===== src/sockext_pkg.sv =====
// shared constants for the socket extension register bank
package sockext_pkg;
  localparam logic [7:0] IDX_POWER_CTRL = 8'h02;
  localparam logic [7:0] IDX_SIGNATURE = 8'h1f;
  localparam logic [7:0] IDX_DRIVE_CTRL = 8'h26;
  localparam logic [7:0] IDX_EXT_INDEX = 8'h2e;
  localparam logic [7:0] IDX_EXT_DATA = 8'h2f;
  localparam logic [7:0] EXT_SCRATCH = 8'h00;
  localparam logic [7:0] EXT_MASK0 = 8'h01;
  localparam logic [7:0] EXT_MASK1 = 8'h02;
  localparam logic [7:0] EXT_CTRL1 = 8'h03;
  localparam logic [7:0] EXT_ACK_DELAY = 8'h04;
  localparam logic [7:0] EXT_RSVD_LO = 8'h05;
  localparam logic [7:0] EXT_RSVD_HI = 8'h09;
  localparam logic [7:0] EXT_OUT_DATA = 8'h0a;
  localparam logic [7:0] EXT_CTRL2 = 8'h0b;
  localparam logic [7:0] REG_RESET = 8'h00;
  localparam logic [7:0] MASK_NONE = 8'h00;
  localparam int DRV_DISK_MODE_BIT = 0;
  localparam int DRV_LAMP_INPUT_BIT = 1;
  localparam int DRV_ADDR_LSB = 3;
  localparam int DRV_ADDR_MSB = 7;
  localparam int DRV_ADDR_W = 5;
  localparam int PWR_SUPPLY_BIT = 4;
  localparam int CTL_POWER_LOCK_BIT = 0;
  localparam int CTL_AUTO_CLR_DIS_BIT = 1;
  localparam int CTL_ACT_LAMP_BIT = 2;
  localparam int CTL_PULLUP_OFF_BIT = 5;
  localparam int CTL_DMA_LSB = 6;
  localparam int CTL_DMA_MSB = 7;
  localparam logic [1:0] DMA_OFF = 2'h0;
  localparam logic [1:0] DMA_INPACK = 2'h1;
  localparam logic [1:0] DMA_WP = 2'h2;
  localparam logic [1:0] DMA_SPKR = 2'h3;
  localparam int SIG_ID_LSB = 6;
  localparam int SIG_ID_MSB = 7;
  localparam int SIG_DUAL_BIT = 5;
  localparam int SIG_REV_LSB = 1;
  localparam int SIG_REV_MSB = 4;
  localparam int PIN_PRESENT = 0;
  localparam int PIN_BVD2 = 1;
  localparam int PIN_INPACK = 2;
  localparam int PIN_WP = 3;
  localparam int PIN_COUNT = 4;
endpackage


===== src/socket_extension_regs.sv =====
// socket extension register bank: signature, drive control, indirect registers
`timescale 1ns/1ps
// Overview of operation
// Signature field gives first pattern after reset or write, then alternates per read.
// Drive control bit 0 switches the socket to disk drive interface.
// Speaker-as-lamp plus lamp drive enable routes card speaker onto IRQ12.
// In I/O or disk mode that bit makes the speaker pin an active-low lamp input.
// Software keeps speaker-as-lamp clear in memory card mode.
// In disk mode drive control bits 3..7 drive address lines A21..A25.
// Outside disk mode bits 3..7 are plain storage only.
// Index 2Eh selects the extended register reached at 2Fh.
// Extended index decodes scratch, masks, controls, delay, reserved, external data.
// Data port reads and writes the extended register currently selected.
// Mask 0 bits stop driving data bits for accesses in I/O map 0.
// Mask value zero, the reset value, drives all data bits.
// Any mask bit set forces that map's host accesses to 8-bit.
// Mask 1 works like mask 0 for I/O map 1.
// Power lock set makes supply enable ignore software writes.
// Card removal clears supply enable unless auto clear is disabled.
// Lamp drive enable makes IRQ12 open-drain, driven while speaker on and bit set.
// Activity lamp output is low while card cycles run, when enabled.
// Pull-up control bit turns off card-detect and strobe pull-ups.
// Nonzero DMA field enables DMA and picks the card request pin.
// Scratchpad bit stores and reads back with no side effect.
// Reserved extended indices ignore writes and read as zero.
// Per-socket registers are separate copies, all reset to zero.
module socket_extension_regs
  import sockext_pkg::*;
#(
  parameter int NUM_SOCKETS = 2,
  parameter logic [1:0] SIG_FIRST = 2'h2, // arbitrary value
  parameter logic [1:0] SIG_SECOND = 2'h1, // arbitrary value
  parameter logic [3:0] SIG_REVISION = 4'h5, // arbitrary value
  parameter logic SIG_BIT0 = 1'b0 // arbitrary value
) (
  input wire logic clock_i, // internal clock
  input wire logic rstn_i, // chip reset, active low
  input wire logic sock_i, // socket selected by the access
  input wire logic [7:0] index_i, // register index
  input wire logic wr_i, // write strobe
  input wire logic rd_i, // read strobe
  input wire logic [7:0] wdata_i, // write data
  output logic [7:0] rdata_o, // read data
  output logic rvalid_o, // read data valid
  input wire logic lamp_drive_enable_i, // chip-level lamp drive enable
  input wire logic [NUM_SOCKETS-1:0] io_card_mode_i, // socket in I/O card mode
  input wire logic [NUM_SOCKETS-1:0] card_cycle_i, // card cycle in progress
  input wire logic [NUM_SOCKETS-1:0] io_map0_hit_i, // host access inside I/O map 0
  input wire logic [NUM_SOCKETS-1:0] io_map1_hit_i, // host access inside I/O map 1
  input wire logic [NUM_SOCKETS-1:0] card_present_i, // card detected, pin
  input wire logic [NUM_SOCKETS-1:0] battery_speaker_lamp_pin_i, // active-low pin
  input wire logic [NUM_SOCKETS-1:0] inpack_n_i, // input acknowledge pin
  input wire logic [NUM_SOCKETS-1:0] wp_iois16_n_i, // write protect pin
  output logic [NUM_SOCKETS-1:0] disk_interface_mode_o, // socket in disk mode
  output logic [NUM_SOCKETS-1:0][DRV_ADDR_W-1:0] drive_addr_o, // A21..A25
  output logic [NUM_SOCKETS-1:0] disk_lamp_o, // disk activity seen on lamp input
  output logic irq12_o, // IRQ12 open-drain level
  output logic irq12_oe_n_o, // IRQ12 enable, low drives
  output logic activity_lamp_out_n_o, // activity lamp, active low
  output logic [NUM_SOCKETS-1:0][7:0] data_drive_en_o, // per data bit drive enable
  output logic [NUM_SOCKETS-1:0] force_8bit_o, // force 8-bit host access
  output logic [NUM_SOCKETS-1:0] pullup_off_o, // pull-ups and inputs off
  output logic [NUM_SOCKETS-1:0] dma_mode_o, // socket in DMA mode
  output logic [NUM_SOCKETS-1:0] card_transfer_request_o, // card DMA request
  output logic [NUM_SOCKETS-1:0] card_supply_en_o // card supply enable
);
  logic [7:0] drive_q [NUM_SOCKETS];
  logic [7:0] ext_index_q [NUM_SOCKETS];
  logic [7:0] scratch_q [NUM_SOCKETS];
  logic [7:0] mask0_q [NUM_SOCKETS];
  logic [7:0] mask1_q [NUM_SOCKETS];
  logic [7:0] ctrl1_q [NUM_SOCKETS];
  logic [7:0] ackdly_q [NUM_SOCKETS];
  logic [7:0] outdata_q [NUM_SOCKETS];
  logic [7:0] ctrl2_q [NUM_SOCKETS];
  logic [7:0] power_q [NUM_SOCKETS];
  logic [PIN_COUNT-1:0] sync1_q [NUM_SOCKETS];
  logic [PIN_COUNT-1:0] sync2_q [NUM_SOCKETS];
  logic [NUM_SOCKETS-1:0] present_prev_q;
  logic [NUM_SOCKETS-1:0] removal;
  logic [NUM_SOCKETS-1:0] speaker_lamp;
  logic [NUM_SOCKETS-1:0] activity;
  logic sig_second_q;
  logic [7:0] rd_data_d;

  // pins pass two flip-flops before any logic looks at them
  always_ff @(posedge clock_i or negedge rstn_i) begin
    if (!rstn_i) begin
      for (int s = 0; s < NUM_SOCKETS; s++) begin
        sync1_q[s] <= '0;
        sync2_q[s] <= '0;
      end
      present_prev_q <= '0;
    end else begin
      for (int s = 0; s < NUM_SOCKETS; s++) begin
        sync1_q[s] <= {wp_iois16_n_i[s], inpack_n_i[s], battery_speaker_lamp_pin_i[s],
                       card_present_i[s]};
        sync2_q[s] <= sync1_q[s];
        present_prev_q[s] <= sync2_q[s][PIN_PRESENT];
      end
    end
  end

  always_comb begin
    for (int s = 0; s < NUM_SOCKETS; s++) begin
      removal[s] = present_prev_q[s] & ~sync2_q[s][PIN_PRESENT];
      speaker_lamp[s] = ~sync2_q[s][PIN_BVD2] & drive_q[s][DRV_LAMP_INPUT_BIT];
      activity[s] = card_cycle_i[s] & ctrl1_q[s][CTL_ACT_LAMP_BIT];
    end
  end

  // direct and indirect register writes, one copy per socket
  always_ff @(posedge clock_i or negedge rstn_i) begin
    if (!rstn_i) begin
      for (int s = 0; s < NUM_SOCKETS; s++) begin
        drive_q[s] <= REG_RESET;
        ext_index_q[s] <= REG_RESET;
        scratch_q[s] <= REG_RESET;
        mask0_q[s] <= MASK_NONE;
        mask1_q[s] <= MASK_NONE;
        ctrl1_q[s] <= REG_RESET;
        ackdly_q[s] <= REG_RESET;
        outdata_q[s] <= REG_RESET;
        ctrl2_q[s] <= REG_RESET;
      end
    end else begin
      for (int s = 0; s < NUM_SOCKETS; s++) begin
        if (wr_i && (int'(sock_i) == s)) begin
          if (index_i == IDX_DRIVE_CTRL) begin
            drive_q[s] <= wdata_i;
          end else if (index_i == IDX_EXT_INDEX) begin
            ext_index_q[s] <= wdata_i;
          end else if (index_i == IDX_EXT_DATA) begin
            if (ext_index_q[s] == EXT_SCRATCH) begin
              scratch_q[s] <= wdata_i;
            end else if (ext_index_q[s] == EXT_MASK0) begin
              mask0_q[s] <= wdata_i;
            end else if (ext_index_q[s] == EXT_MASK1) begin
              mask1_q[s] <= wdata_i;
            end else if (ext_index_q[s] == EXT_CTRL1) begin
              ctrl1_q[s] <= wdata_i;
            end else if (ext_index_q[s] == EXT_ACK_DELAY) begin
              ackdly_q[s] <= wdata_i;
            end else if (ext_index_q[s] == EXT_OUT_DATA) begin
              outdata_q[s] <= wdata_i;
            end else if (ext_index_q[s] == EXT_CTRL2) begin
              ctrl2_q[s] <= wdata_i;
            end
            // reserved indices fall through and store nothing R22
          end
        end
      end
    end
  end

  // supply enable: lock blocks writes, removal clears and beats a write
  always_ff @(posedge clock_i or negedge rstn_i) begin
    if (!rstn_i) begin
      for (int s = 0; s < NUM_SOCKETS; s++) begin
        power_q[s] <= REG_RESET;
      end
    end else begin
      for (int s = 0; s < NUM_SOCKETS; s++) begin
        if (wr_i && (int'(sock_i) == s) && (index_i == IDX_POWER_CTRL)) begin
          power_q[s] <= wdata_i;
          if (ctrl1_q[s][CTL_POWER_LOCK_BIT]) begin
            power_q[s][PWR_SUPPLY_BIT] <= power_q[s][PWR_SUPPLY_BIT];
          end
        end
        if (removal[s] && !ctrl1_q[s][CTL_AUTO_CLR_DIS_BIT]) begin
          power_q[s][PWR_SUPPLY_BIT] <= 1'b0;
        end
      end
    end
  end

  // signature toggles on each read, a write restarts the sequence
  always_ff @(posedge clock_i or negedge rstn_i) begin
    if (!rstn_i) begin
      sig_second_q <= 1'b0;
    end else if (wr_i && (index_i == IDX_SIGNATURE)) begin
      sig_second_q <= 1'b0;
    end else if (rd_i && (index_i == IDX_SIGNATURE)) begin
      sig_second_q <= ~sig_second_q;
    end
  end

  always_comb begin
    rd_data_d = REG_RESET;
    for (int s = 0; s < NUM_SOCKETS; s++) begin
      if (int'(sock_i) == s) begin
        if (index_i == IDX_SIGNATURE) begin
          rd_data_d[SIG_ID_MSB:SIG_ID_LSB] = sig_second_q ? SIG_SECOND : SIG_FIRST;
          rd_data_d[SIG_DUAL_BIT] = (NUM_SOCKETS > 1);
          rd_data_d[SIG_REV_MSB:SIG_REV_LSB] = SIG_REVISION;
          rd_data_d[0] = SIG_BIT0;
        end else if (index_i == IDX_POWER_CTRL) begin
          rd_data_d = power_q[s];
        end else if (index_i == IDX_DRIVE_CTRL) begin
          rd_data_d = drive_q[s];
        end else if (index_i == IDX_EXT_INDEX) begin
          rd_data_d = ext_index_q[s];
        end else if (index_i == IDX_EXT_DATA) begin
          if (ext_index_q[s] == EXT_SCRATCH) begin
            rd_data_d = scratch_q[s];
          end else if (ext_index_q[s] == EXT_MASK0) begin
            rd_data_d = mask0_q[s];
          end else if (ext_index_q[s] == EXT_MASK1) begin
            rd_data_d = mask1_q[s];
          end else if (ext_index_q[s] == EXT_CTRL1) begin
            rd_data_d = ctrl1_q[s];
          end else if (ext_index_q[s] == EXT_ACK_DELAY) begin
            rd_data_d = ackdly_q[s];
          end else if (ext_index_q[s] == EXT_OUT_DATA) begin
            rd_data_d = outdata_q[s];
          end else if (ext_index_q[s] == EXT_CTRL2) begin
            rd_data_d = ctrl2_q[s];
          end
          // reserved indices read as zero R22
        end
      end
    end
  end

  always_ff @(posedge clock_i or negedge rstn_i) begin
    if (!rstn_i) begin
      rdata_o <= REG_RESET;
      rvalid_o <= 1'b0;
    end else begin
      rvalid_o <= rd_i;
      if (rd_i) begin
        rdata_o <= rd_data_d;
      end
    end
  end

  // socket-facing controls, all registered
  always_ff @(posedge clock_i or negedge rstn_i) begin
    if (!rstn_i) begin
      disk_interface_mode_o <= '0;
      drive_addr_o <= '0;
      disk_lamp_o <= '0;
      data_drive_en_o <= '1;
      force_8bit_o <= '0;
      pullup_off_o <= '0;
      dma_mode_o <= '0;
      card_transfer_request_o <= '0;
      card_supply_en_o <= '0;
    end else begin
      for (int s = 0; s < NUM_SOCKETS; s++) begin
        disk_interface_mode_o[s] <= drive_q[s][DRV_DISK_MODE_BIT];
        if (drive_q[s][DRV_DISK_MODE_BIT]) begin
          drive_addr_o[s] <= drive_q[s][DRV_ADDR_MSB:DRV_ADDR_LSB];
        end else begin
          drive_addr_o[s] <= '0;
        end
        disk_lamp_o[s] <= speaker_lamp[s]
                          & (io_card_mode_i[s] | drive_q[s][DRV_DISK_MODE_BIT]);
        if (io_map0_hit_i[s]) begin
          data_drive_en_o[s] <= ~mask0_q[s];
          force_8bit_o[s] <= (mask0_q[s] != MASK_NONE);
        end else if (io_map1_hit_i[s]) begin
          data_drive_en_o[s] <= ~mask1_q[s];
          force_8bit_o[s] <= (mask1_q[s] != MASK_NONE);
        end else begin
          data_drive_en_o[s] <= '1;
          force_8bit_o[s] <= 1'b0;
        end
        pullup_off_o[s] <= ctrl1_q[s][CTL_PULLUP_OFF_BIT];
        dma_mode_o[s] <= (ctrl1_q[s][CTL_DMA_MSB:CTL_DMA_LSB] != DMA_OFF);
        case (ctrl1_q[s][CTL_DMA_MSB:CTL_DMA_LSB])
          DMA_INPACK: card_transfer_request_o[s] <= ~sync2_q[s][PIN_INPACK];
          DMA_WP: card_transfer_request_o[s] <= ~sync2_q[s][PIN_WP];
          DMA_SPKR: card_transfer_request_o[s] <= ~sync2_q[s][PIN_BVD2];
          default: card_transfer_request_o[s] <= 1'b0;
        endcase
        card_supply_en_o[s] <= power_q[s][PWR_SUPPLY_BIT];
      end
    end
  end

  // shared pins: IRQ12 lamp and activity lamp
  always_ff @(posedge clock_i or negedge rstn_i) begin
    if (!rstn_i) begin
      irq12_o <= 1'b0;
      irq12_oe_n_o <= 1'b1;
      activity_lamp_out_n_o <= 1'b1;
    end else begin
      irq12_o <= 1'b0;
      irq12_oe_n_o <= ~(lamp_drive_enable_i & (|speaker_lamp));
      activity_lamp_out_n_o <= ~(|activity);
    end
  end

  a_sig_first_read: assert property (@(posedge clock_i) disable iff (!rstn_i)
    (rd_i && !wr_i && index_i == IDX_SIGNATURE && !sig_second_q)
    |=> rdata_o[SIG_ID_MSB:SIG_ID_LSB] == SIG_FIRST ##0 rvalid_o)
    else $error("signature first read wrong");
  a_sig_alternate: assert property (@(posedge clock_i) disable iff (!rstn_i)
    (rd_i && !wr_i && index_i == IDX_SIGNATURE) |=> sig_second_q != $past(sig_second_q))
    else $error("signature did not alternate");
  a_sig_second_read: assert property (@(posedge clock_i) disable iff (!rstn_i)
    (rd_i && !wr_i && index_i == IDX_SIGNATURE && sig_second_q)
    |=> rdata_o[SIG_ID_MSB:SIG_ID_LSB] == SIG_SECOND ##0 rvalid_o)
    else $error("signature second read wrong");
  a_sig_restart: assert property (@(posedge clock_i) disable iff (!rstn_i)
    (wr_i && !rd_i && index_i == IDX_SIGNATURE) |=> !sig_second_q)
    else $error("signature write did not restart");
  a_disk_addr_out: assert property (@(posedge clock_i) disable iff (!rstn_i)
    ##1 drive_addr_o[0] == ($past(drive_q[0][DRV_DISK_MODE_BIT])
      ? $past(drive_q[0][DRV_ADDR_MSB:DRV_ADDR_LSB]) : 5'h00))
    else $error("drive address lines wrong");
  a_disk_mode_out: assert property (@(posedge clock_i) disable iff (!rstn_i)
    ##1 disk_interface_mode_o[0] == $past(drive_q[0][DRV_DISK_MODE_BIT]))
    else $error("disk mode output wrong");
  a_ext_write_read: assert property (@(posedge clock_i) disable iff (!rstn_i)
    (wr_i && !sock_i && index_i == IDX_EXT_DATA && ext_index_q[0] == EXT_MASK0)
    |=> mask0_q[0] == $past(wdata_i))
    else $error("indirect register write lost");
  a_rsvd_zero: assert property (@(posedge clock_i) disable iff (!rstn_i)
    (rd_i && !sock_i && index_i == IDX_EXT_DATA && ext_index_q[0] >= EXT_RSVD_LO
      && ext_index_q[0] <= EXT_RSVD_HI) |=> rdata_o == 8'h00)
    else $error("reserved index read not zero");
  a_mask_drive: assert property (@(posedge clock_i) disable iff (!rstn_i)
    io_map0_hit_i[0] |=> data_drive_en_o[0] == ~$past(mask0_q[0])
      && force_8bit_o[0] == ($past(mask0_q[0]) != 8'h00))
    else $error("map 0 mask not applied");
  a_power_lock: assert property (@(posedge clock_i) disable iff (!rstn_i)
    (wr_i && !sock_i && index_i == IDX_POWER_CTRL && ctrl1_q[0][CTL_POWER_LOCK_BIT]
      && !removal[0]) |=> $stable(power_q[0][PWR_SUPPLY_BIT]))
    else $error("locked supply bit changed");
  a_auto_clear: assert property (@(posedge clock_i) disable iff (!rstn_i)
    (removal[0] && !ctrl1_q[0][CTL_AUTO_CLR_DIS_BIT]) |=> ##1 !card_supply_en_o[0])
    else $error("supply not cleared on removal");
  a_irq12_lamp: assert property (@(posedge clock_i) disable iff (!rstn_i)
    !irq12_oe_n_o |-> $past(lamp_drive_enable_i) && $past(|speaker_lamp) && !irq12_o)
    else $error("IRQ12 driven without cause");
  a_activity_lamp: assert property (@(posedge clock_i) disable iff (!rstn_i)
    (card_cycle_i[0] && ctrl1_q[0][CTL_ACT_LAMP_BIT]) |=> !activity_lamp_out_n_o)
    else $error("activity lamp not lit");
  a_lamp_input: assert property (@(posedge clock_i) disable iff (!rstn_i)
    !drive_q[0][DRV_LAMP_INPUT_BIT] |=> !disk_lamp_o[0])
    else $error("lamp input active while option clear");
  a_dma_off: assert property (@(posedge clock_i) disable iff (!rstn_i)
    (ctrl1_q[0][CTL_DMA_MSB:CTL_DMA_LSB] == DMA_OFF)
    |=> !dma_mode_o[0] && !card_transfer_request_o[0])
    else $error("socket in DMA mode with field clear");
endmodule // socket_extension_regs


===== config.mk =====
export PLATFORM = sky130hd
export DESIGN_NAME = socket_extension_regs
export DESIGN_NICKNAME = d
export VERILOG_FILES = /design/src/sockext_pkg.sv /design/src/socket_extension_regs.sv
export SDC_FILE = /design/constraint.sdc
export NUM_CORES = 1
export LEC_CHECK = 0
export ABC_AREA = 1
export BUFFER_PORTS_ARGS = -buffer_cell sky130_fd_sc_hd__buf_2
export CAP_MARGIN = 10
export CORE_MARGIN = 2
export CORE_UTILIZATION = 60
export DETAILED_ROUTE_END_ITERATION = 6
export PLACE_DENSITY = 0.8
export SYNTH_ARGS = -nofsm -noshare
export SYNTH_HDL_FRONTEND = slang
export SYNTH_SLANG_ARGS = --single-unit

===== constraint.sdc =====
create_clock -name clock_i -period 3 [get_ports clock_i]
set_clock_uncertainty 0.05 [all_clocks]
set_input_delay 0.3 -clock clock_i [delete_from_list [all_inputs] [get_ports clock_i]]
set_output_delay 0.3 -clock clock_i [all_outputs]
set_load 0.05 [all_outputs]

Word level (Yosys, flattened, before mapping)
Index checks and enable logic that the tools add are counted.
- bits in registers: 230
- output and inout port bits: 52
- equal/unequal tests: 25
- multiplexer cells: 47
- bitwise operators: 41
- reduce and logical (&&, ||, !) cells: 43
- operators by type and width (cell ; count):
    8-bit 2-to-1 mux ; 30
    8-bit by 2-bit == test with 1-bit output, second input constant ; 5
    8-bit by 4-bit == test with 1-bit output, second input constant ; 4
    8-bit NOT ; 4
    8-bit nonzero test ; 4
    1-bit NOT ; 26
    8-bit by 6-bit == test with 1-bit output, second input constant ; 3
    11-bit AND reduction ; 2
    5-bit 2-to-1 mux ; 4
    10-bit AND reduction ; 2
    9-bit AND reduction ; 2
    8-bit by 1-bit == test with 1-bit output, second input constant ; 2
    8-bit by 3-bit == test with 1-bit output, second input constant ; 2
    8-bit zero test ; 2
    8-bit AND reduction ; 2
    7-bit AND reduction ; 2
    6-bit AND reduction ; 2
    1-bit 2-to-1 mux ; 10
    5-bit AND reduction ; 2
    2-bit nonzero test ; 5
    1-bit bitwise AND ; 9
    2-bit == test, second input constant ; 4
    8-bit by 5-bit == test with 1-bit output, second input constant ; 1
    1-bit logical AND ; 8
    other kinds (9) ; 19

Logic depth before layout (Yosys ltp)
- word-level depth: 27
- gate-level depth with buffers: 27
- gate-level depth less buffers: 27

Worst setup path before layout
No wires, ideal clock.
- kind: reg-to-reg
- from: register ext_index_q[4] in the netlist's numbering
- to: register rdata_o[5]
- data arrival time: 2100 ps
- required time: 2828 ps
- slack: 728 ps
- cell stages (with the launch flop): 24
- path buffers: 1
- period minus slack after synthesis: 2272 ps
- cells stage by stage: dfrtp_1 -> nor4_2 -> inv_2 -> nor2_4 -> inv_2 -> nor3_4 -> inv_2 -> buf_6 -> nor2_2 -> nor2_1 -> nand2_1 -> nand2_1 -> nand2_1 -> nand2_1 -> nand2_1 -> nand2_1 -> nand2_1 -> nand2_1 -> nand2_1 -> nand2_1 -> nand2_1 -> nand2_1 -> nand2_1 -> a21oi_2
- cells in the longest elaborated chain, start to end: 14
- elaborated cells on any way between the ends: 20
- ends and longest elaborated chain (item ; RTL line ; text):
    start: declaration ; socket_extension_regs.sv:68 ; logic [7:0] ext_index_q [NUM_SOCKETS];
    start signal: indexed assignment ; socket_extension_regs.sv:132 ; ext_index_q[s] <= wdata_i;
    8-bit by 4-bit == test with 1-bit output ; socket_extension_regs.sv:216 ; end else if (ext_index_q[s] == EXT_CTRL2) begin
    8-bit 2-to-1 mux ; socket_extension_regs.sv:216 ;
    8-bit 2-to-1 mux ; socket_extension_regs.sv:214 ; end else if (ext_index_q[s] == EXT_OUT_DATA) begin
    8-bit 2-to-1 mux ; socket_extension_regs.sv:212 ; end else if (ext_index_q[s] == EXT_ACK_DELAY) begin
    8-bit 2-to-1 mux ; socket_extension_regs.sv:210 ; end else if (ext_index_q[s] == EXT_CTRL1) begin
    8-bit 2-to-1 mux ; socket_extension_regs.sv:208 ; end else if (ext_index_q[s] == EXT_MASK1) begin
    8-bit 2-to-1 mux ; socket_extension_regs.sv:206 ; end else if (ext_index_q[s] == EXT_MASK0) begin
    8-bit 2-to-1 mux (*) ; socket_extension_regs.sv:204 ; if (ext_index_q[s] == EXT_SCRATCH) begin
    8-bit 2-to-1 mux (*) ; socket_extension_regs.sv:203 ; end else if (index_i == IDX_EXT_DATA) begin
    8-bit 2-to-1 mux (*) ; socket_extension_regs.sv:201 ; end else if (index_i == IDX_EXT_INDEX) begin
    8-bit 2-to-1 mux (*) ; socket_extension_regs.sv:199 ; end else if (index_i == IDX_DRIVE_CTRL) begin
    8-bit 2-to-1 mux (*) ; socket_extension_regs.sv:197 ; end else if (index_i == IDX_POWER_CTRL) begin
    8-bit 2-to-1 mux (*) ; socket_extension_regs.sv:192 ; if (index_i == IDX_SIGNATURE) begin
    8-bit 2-to-1 mux (*) ; socket_extension_regs.sv:191 ; if (int'(sock_i) == s) begin
    end signal: assignment ; socket_extension_regs.sv:232 ; rdata_o <= rd_data_d;
    end: declaration ; socket_extension_regs.sv:43 ; output logic [7:0] rdata_o,
Mark *: on every way between the ends. The rest lies on a longest branch, timed or not.
A chain may end at the register's enable or synchronous reset.

Worst setup path in the final report
- from: register ext_index_q[6] in the netlist's numbering
- to: register rdata_o[5]
Same word-level chain as after synthesis.

==> reports/qor.yml <==
synthesis:
  synth_area_leaders: "dfrtp_1, nand2_1, o21ai_0"
  yosys.cell_types.count: 44
  synth_top_area_share_pct: 51.1
  syn_nets: 1288
  ys_ff_latch: 230
  synth_commonest_cells: "nand2_1, dfrtp_1, o21ai_0"
  yosys_warnings: 0
  postSynth.asyncResetShare_pct: 100
  synthFlopType: "dfrtp_1"
  synth-seq-area-share_pct: 55.7
  syn_avg_cell_area_um2: 8.30
  synth_edf_count: 0
  yosysTopAreaCell: "dfrtp_1"
  netlist_instances: 1250
  netlist_area_um2: 10400
  yosysMostFrequentCell: "nand2_1"
place:
  dp.final_hpwl_mm: 21.8
  routabilityCongestion: 0.972
  place_area_um2: 11200
  preCtsSetupSlack_ns: 0.0576
  io_buffer_count: 88
cells_and_area:
  fin_nets: 1419
  drive_gt1_share_pct: 19.3
  final_util_pct: 72.7
  antenna_cells: 0
  fin_area_um2: 12400
  area_growth_pct: 20.0
routing:
  wl_per_cell_um: 19.6
  routed_wl_mm: 31.8
  via_count: 9252
  post_drt_via_cell_ratio: 5.70
  drtPass1Iterations: 7
  drc: 0
  drt_iter0_drc: 969
  drt.antenna.violating_nets: 0
power:
  leakage_nw: 6.30
  power_density_nw_per_um2: 557
  switching_power_mw: 1.70
  p_seq_share_pct: 46.3
  switching_share_pct: 24.5
  p_clk_share_pct: 45.6
  p_int_mw: 5.23
  vdd_drop_max_uv: 443
  power_mw: 6.93
  comb_power_share_pct: 8.1
floorplan:
  die_w_um: 135
  start_util_pct: 60.6
  design.core.area_um2: 17100
  ioPinCount: 90
  die-area_um2: 18400
  rows: 48
  fp.dieH_um: 135
clock_network:
  cts_made_buffers: 24
  root_buffer: "clkbuf_16"
  cts.sinks: 230
  clockBufferDepth: 3
  cts_tree: "yes"
  clkTransAtPathRegs_ns: 0.06
  worstSkewPairLatency_ns: 0.53
  cts_max_level: 1
sta:
  finalMaxSlewViolations: 0
  setup_viol: 0
  min_period_ns: 2.84
  slew_headroom_pct: 27.2
  tightestPinTransition_ns: 1.09
  rsz0062_at_grt: "yes"
  final_hold_viol_count: 0
  fin_ws_ns: 0.157
  fin_setup_tns_ns: 0
  clock.fmax_mhz: 352
  fin_crit_sh_pct: 94.8
setup_path:
  r2r_cells: 25
  start_kind: "register"
  startpoint: "ext_index_q[6]"
  reg2reg_slack_ns: 0.16
  critical_path_buf_inv_count: 6
  r2r_start: "ext_index_q[6]"
  critical_path_arrival_ns: 3.19
  critPathTopFamily: "simple AND/OR/NAND/NOR gates"
  cp_max_fo: 6
  required_ns: 3.35
  end_kind: "register"
  r2r_end: "rdata_o[5]"
  criticalPathCategory: "reg -> reg"
  critPathMaxStageDelay_ns: 0.40
  crit_top_cell: "nand2_1"
  slowest_stage: "dfrtp_1"
min_path:
  holdPathEnd: "mask1_q[11]"
  hold_path_depth: 3
  hp-class: "in -> reg"
  min-delay-start: "wdata_i[3]"
global_route:
  grt_max_degree: 70
  grt_antenna_before_repair: 0
  grt-ovfl-total: 0
  grt_pass1_wl_mm: 48.9
  track_usage_pct: 35.5
  grt_pass1_vias: 8615
run_status:
  status: "finished clean"
job:
  cap_violations: 0
==> worst max-delay path by stage <==
stage | endpoint | cells past startpoint | slack, ns
after global routing | rdata_o[1] | 26 | -0.05
after global placement | rdata_o[6] | 25 | 0.08
after detailed placement | rdata_o[6] | 25 | 0.06
after floorplan | rdata_o[5] | 23 | 0.73
after CTS | rdata_o[7] | 24 | 0.03
final | rdata_o[5] | 25 | 0.16
==> power by group through the flow <==
| stage | Sequential, mW | Clock (mW) | Combinational (mW) |
|---|---|---|---|
| finish | 3.21 | 3.16 | 0.562 |
| floorplan | 3.33 | 0 | 0.206 |
| global placement | 3.26 | 0 | 0.510 |
| global route | 3.21 | 3.31 | 0.612 |
| detailed placement | 3.26 | 0 | 0.513 |
| CTS | 3.21 | 3.17 | 0.534 |
==> final cells by class <==
class	instances	area (µm²)
Tap cell	225	282
Fill cell	1282	4670
Multi-Input combinational cell	833	3990
Clock buffer	30	663
Inverter	141	539
Timing Repair Buffer	151	1020
Clock inverter	13	179
Sequential cell	230	5780
==> per-stage QoR <==
stage	hold slack, ns	std cells
after global placement	0.227	1547
after global routing	0.0161	1623
after floorplan	-0.0456	1250
final	0.0183	1623
after detailed placement	0.234	1547
after CTS	0.00714	1608
==> placed cells by master (no fill, tap or decap), drive strengths merged, types with 2 or more instances in the layout <==
cell         synthesis  routed
nand3b               2       2
nand4               11      11
or4                  3       3
o31ai                3       3
inv                138     137
nor2                99      99
o21ai              194     194
o221a                2       2
dfrtp              212     212
bufinv               0       4
dlygate4sd3          0      18
or2                  9       9
a21oi               52      52
o221ai               7       7
clkbuf              36      30
dfstp               18      18
clkinv               3      12
a22oi               16      16
nor3                 7       7
nor3b                2       2
a221oi               3       3
nor4                 5       5
o211ai               3       3
buf                 10     133
nand2              383     383
nand3               25      25
==> registers in the layout, indices dropped and copies added, names as in the netlist, 8 cells and up <==
signal	count
power_q	16
mask0_q	16
data_drive_en_o	16
rdata_o	8
ctrl1_q	16
drive_q	16
mask1_q	16
drive_addr_o	10
sync2_q	8
ctrl2_q	16
ackdly_q	16
sync1_q	8
outdata_q	16
scratch_q	16
ext_index_q	16
==> worst register-to-register path, cell delays in order, from the launching register on <==
cell and delay [ns]:
dfrtp_1 0.40, nor4_2 0.28, buf_4 0.20, inv_4 0.05
nor2_4 0.14, inv_2 0.08, nor3_4 0.28, clkinv_4 0.13
buf_6 0.15, buf_6 0.11, nor2_4 0.06, nor2_1 0.05
nand2_1 0.07, nand2_1 0.07, nand2_1 0.06, nand2_1 0.04
nand2_1 0.05, nand2_1 0.04, nand2_1 0.06, nand2_1 0.05
nand2_1 0.05, nand2_1 0.04, nand2_1 0.05, nand2_1 0.04
nand2_1 0.07, a21oi_2 0.05
==> metal layers <==
metal  GRT usage, %  part of all wire [%]
met4           9.90                   2.8
met1           54.4                    43
met3           8.12                    11
met2           51.1                    43
met5              0                     0
==> timing repair <==
item                                    4_1_cts  5_1_grt
setup buffers                                 0       15
endpoints found under the setup margin        0        5
gates resized for setup                       0       51
endpoints found under the hold margin        67        0
hold buffers                                 18        0
==> logic make-up after synthesis <==
kind of cell	count (synthesis)	share of synthesized area, %
AND/OR/NAND/NOR	547	22.2
AO/OA/AOI/OAI	284	14.9
flip-flops	230	55.7
buffers and inverters	187	7.06
XOR/XNOR	1	0.0845
other	1	0.0362
No activity file was read; power rests on OpenSTA's default activity.
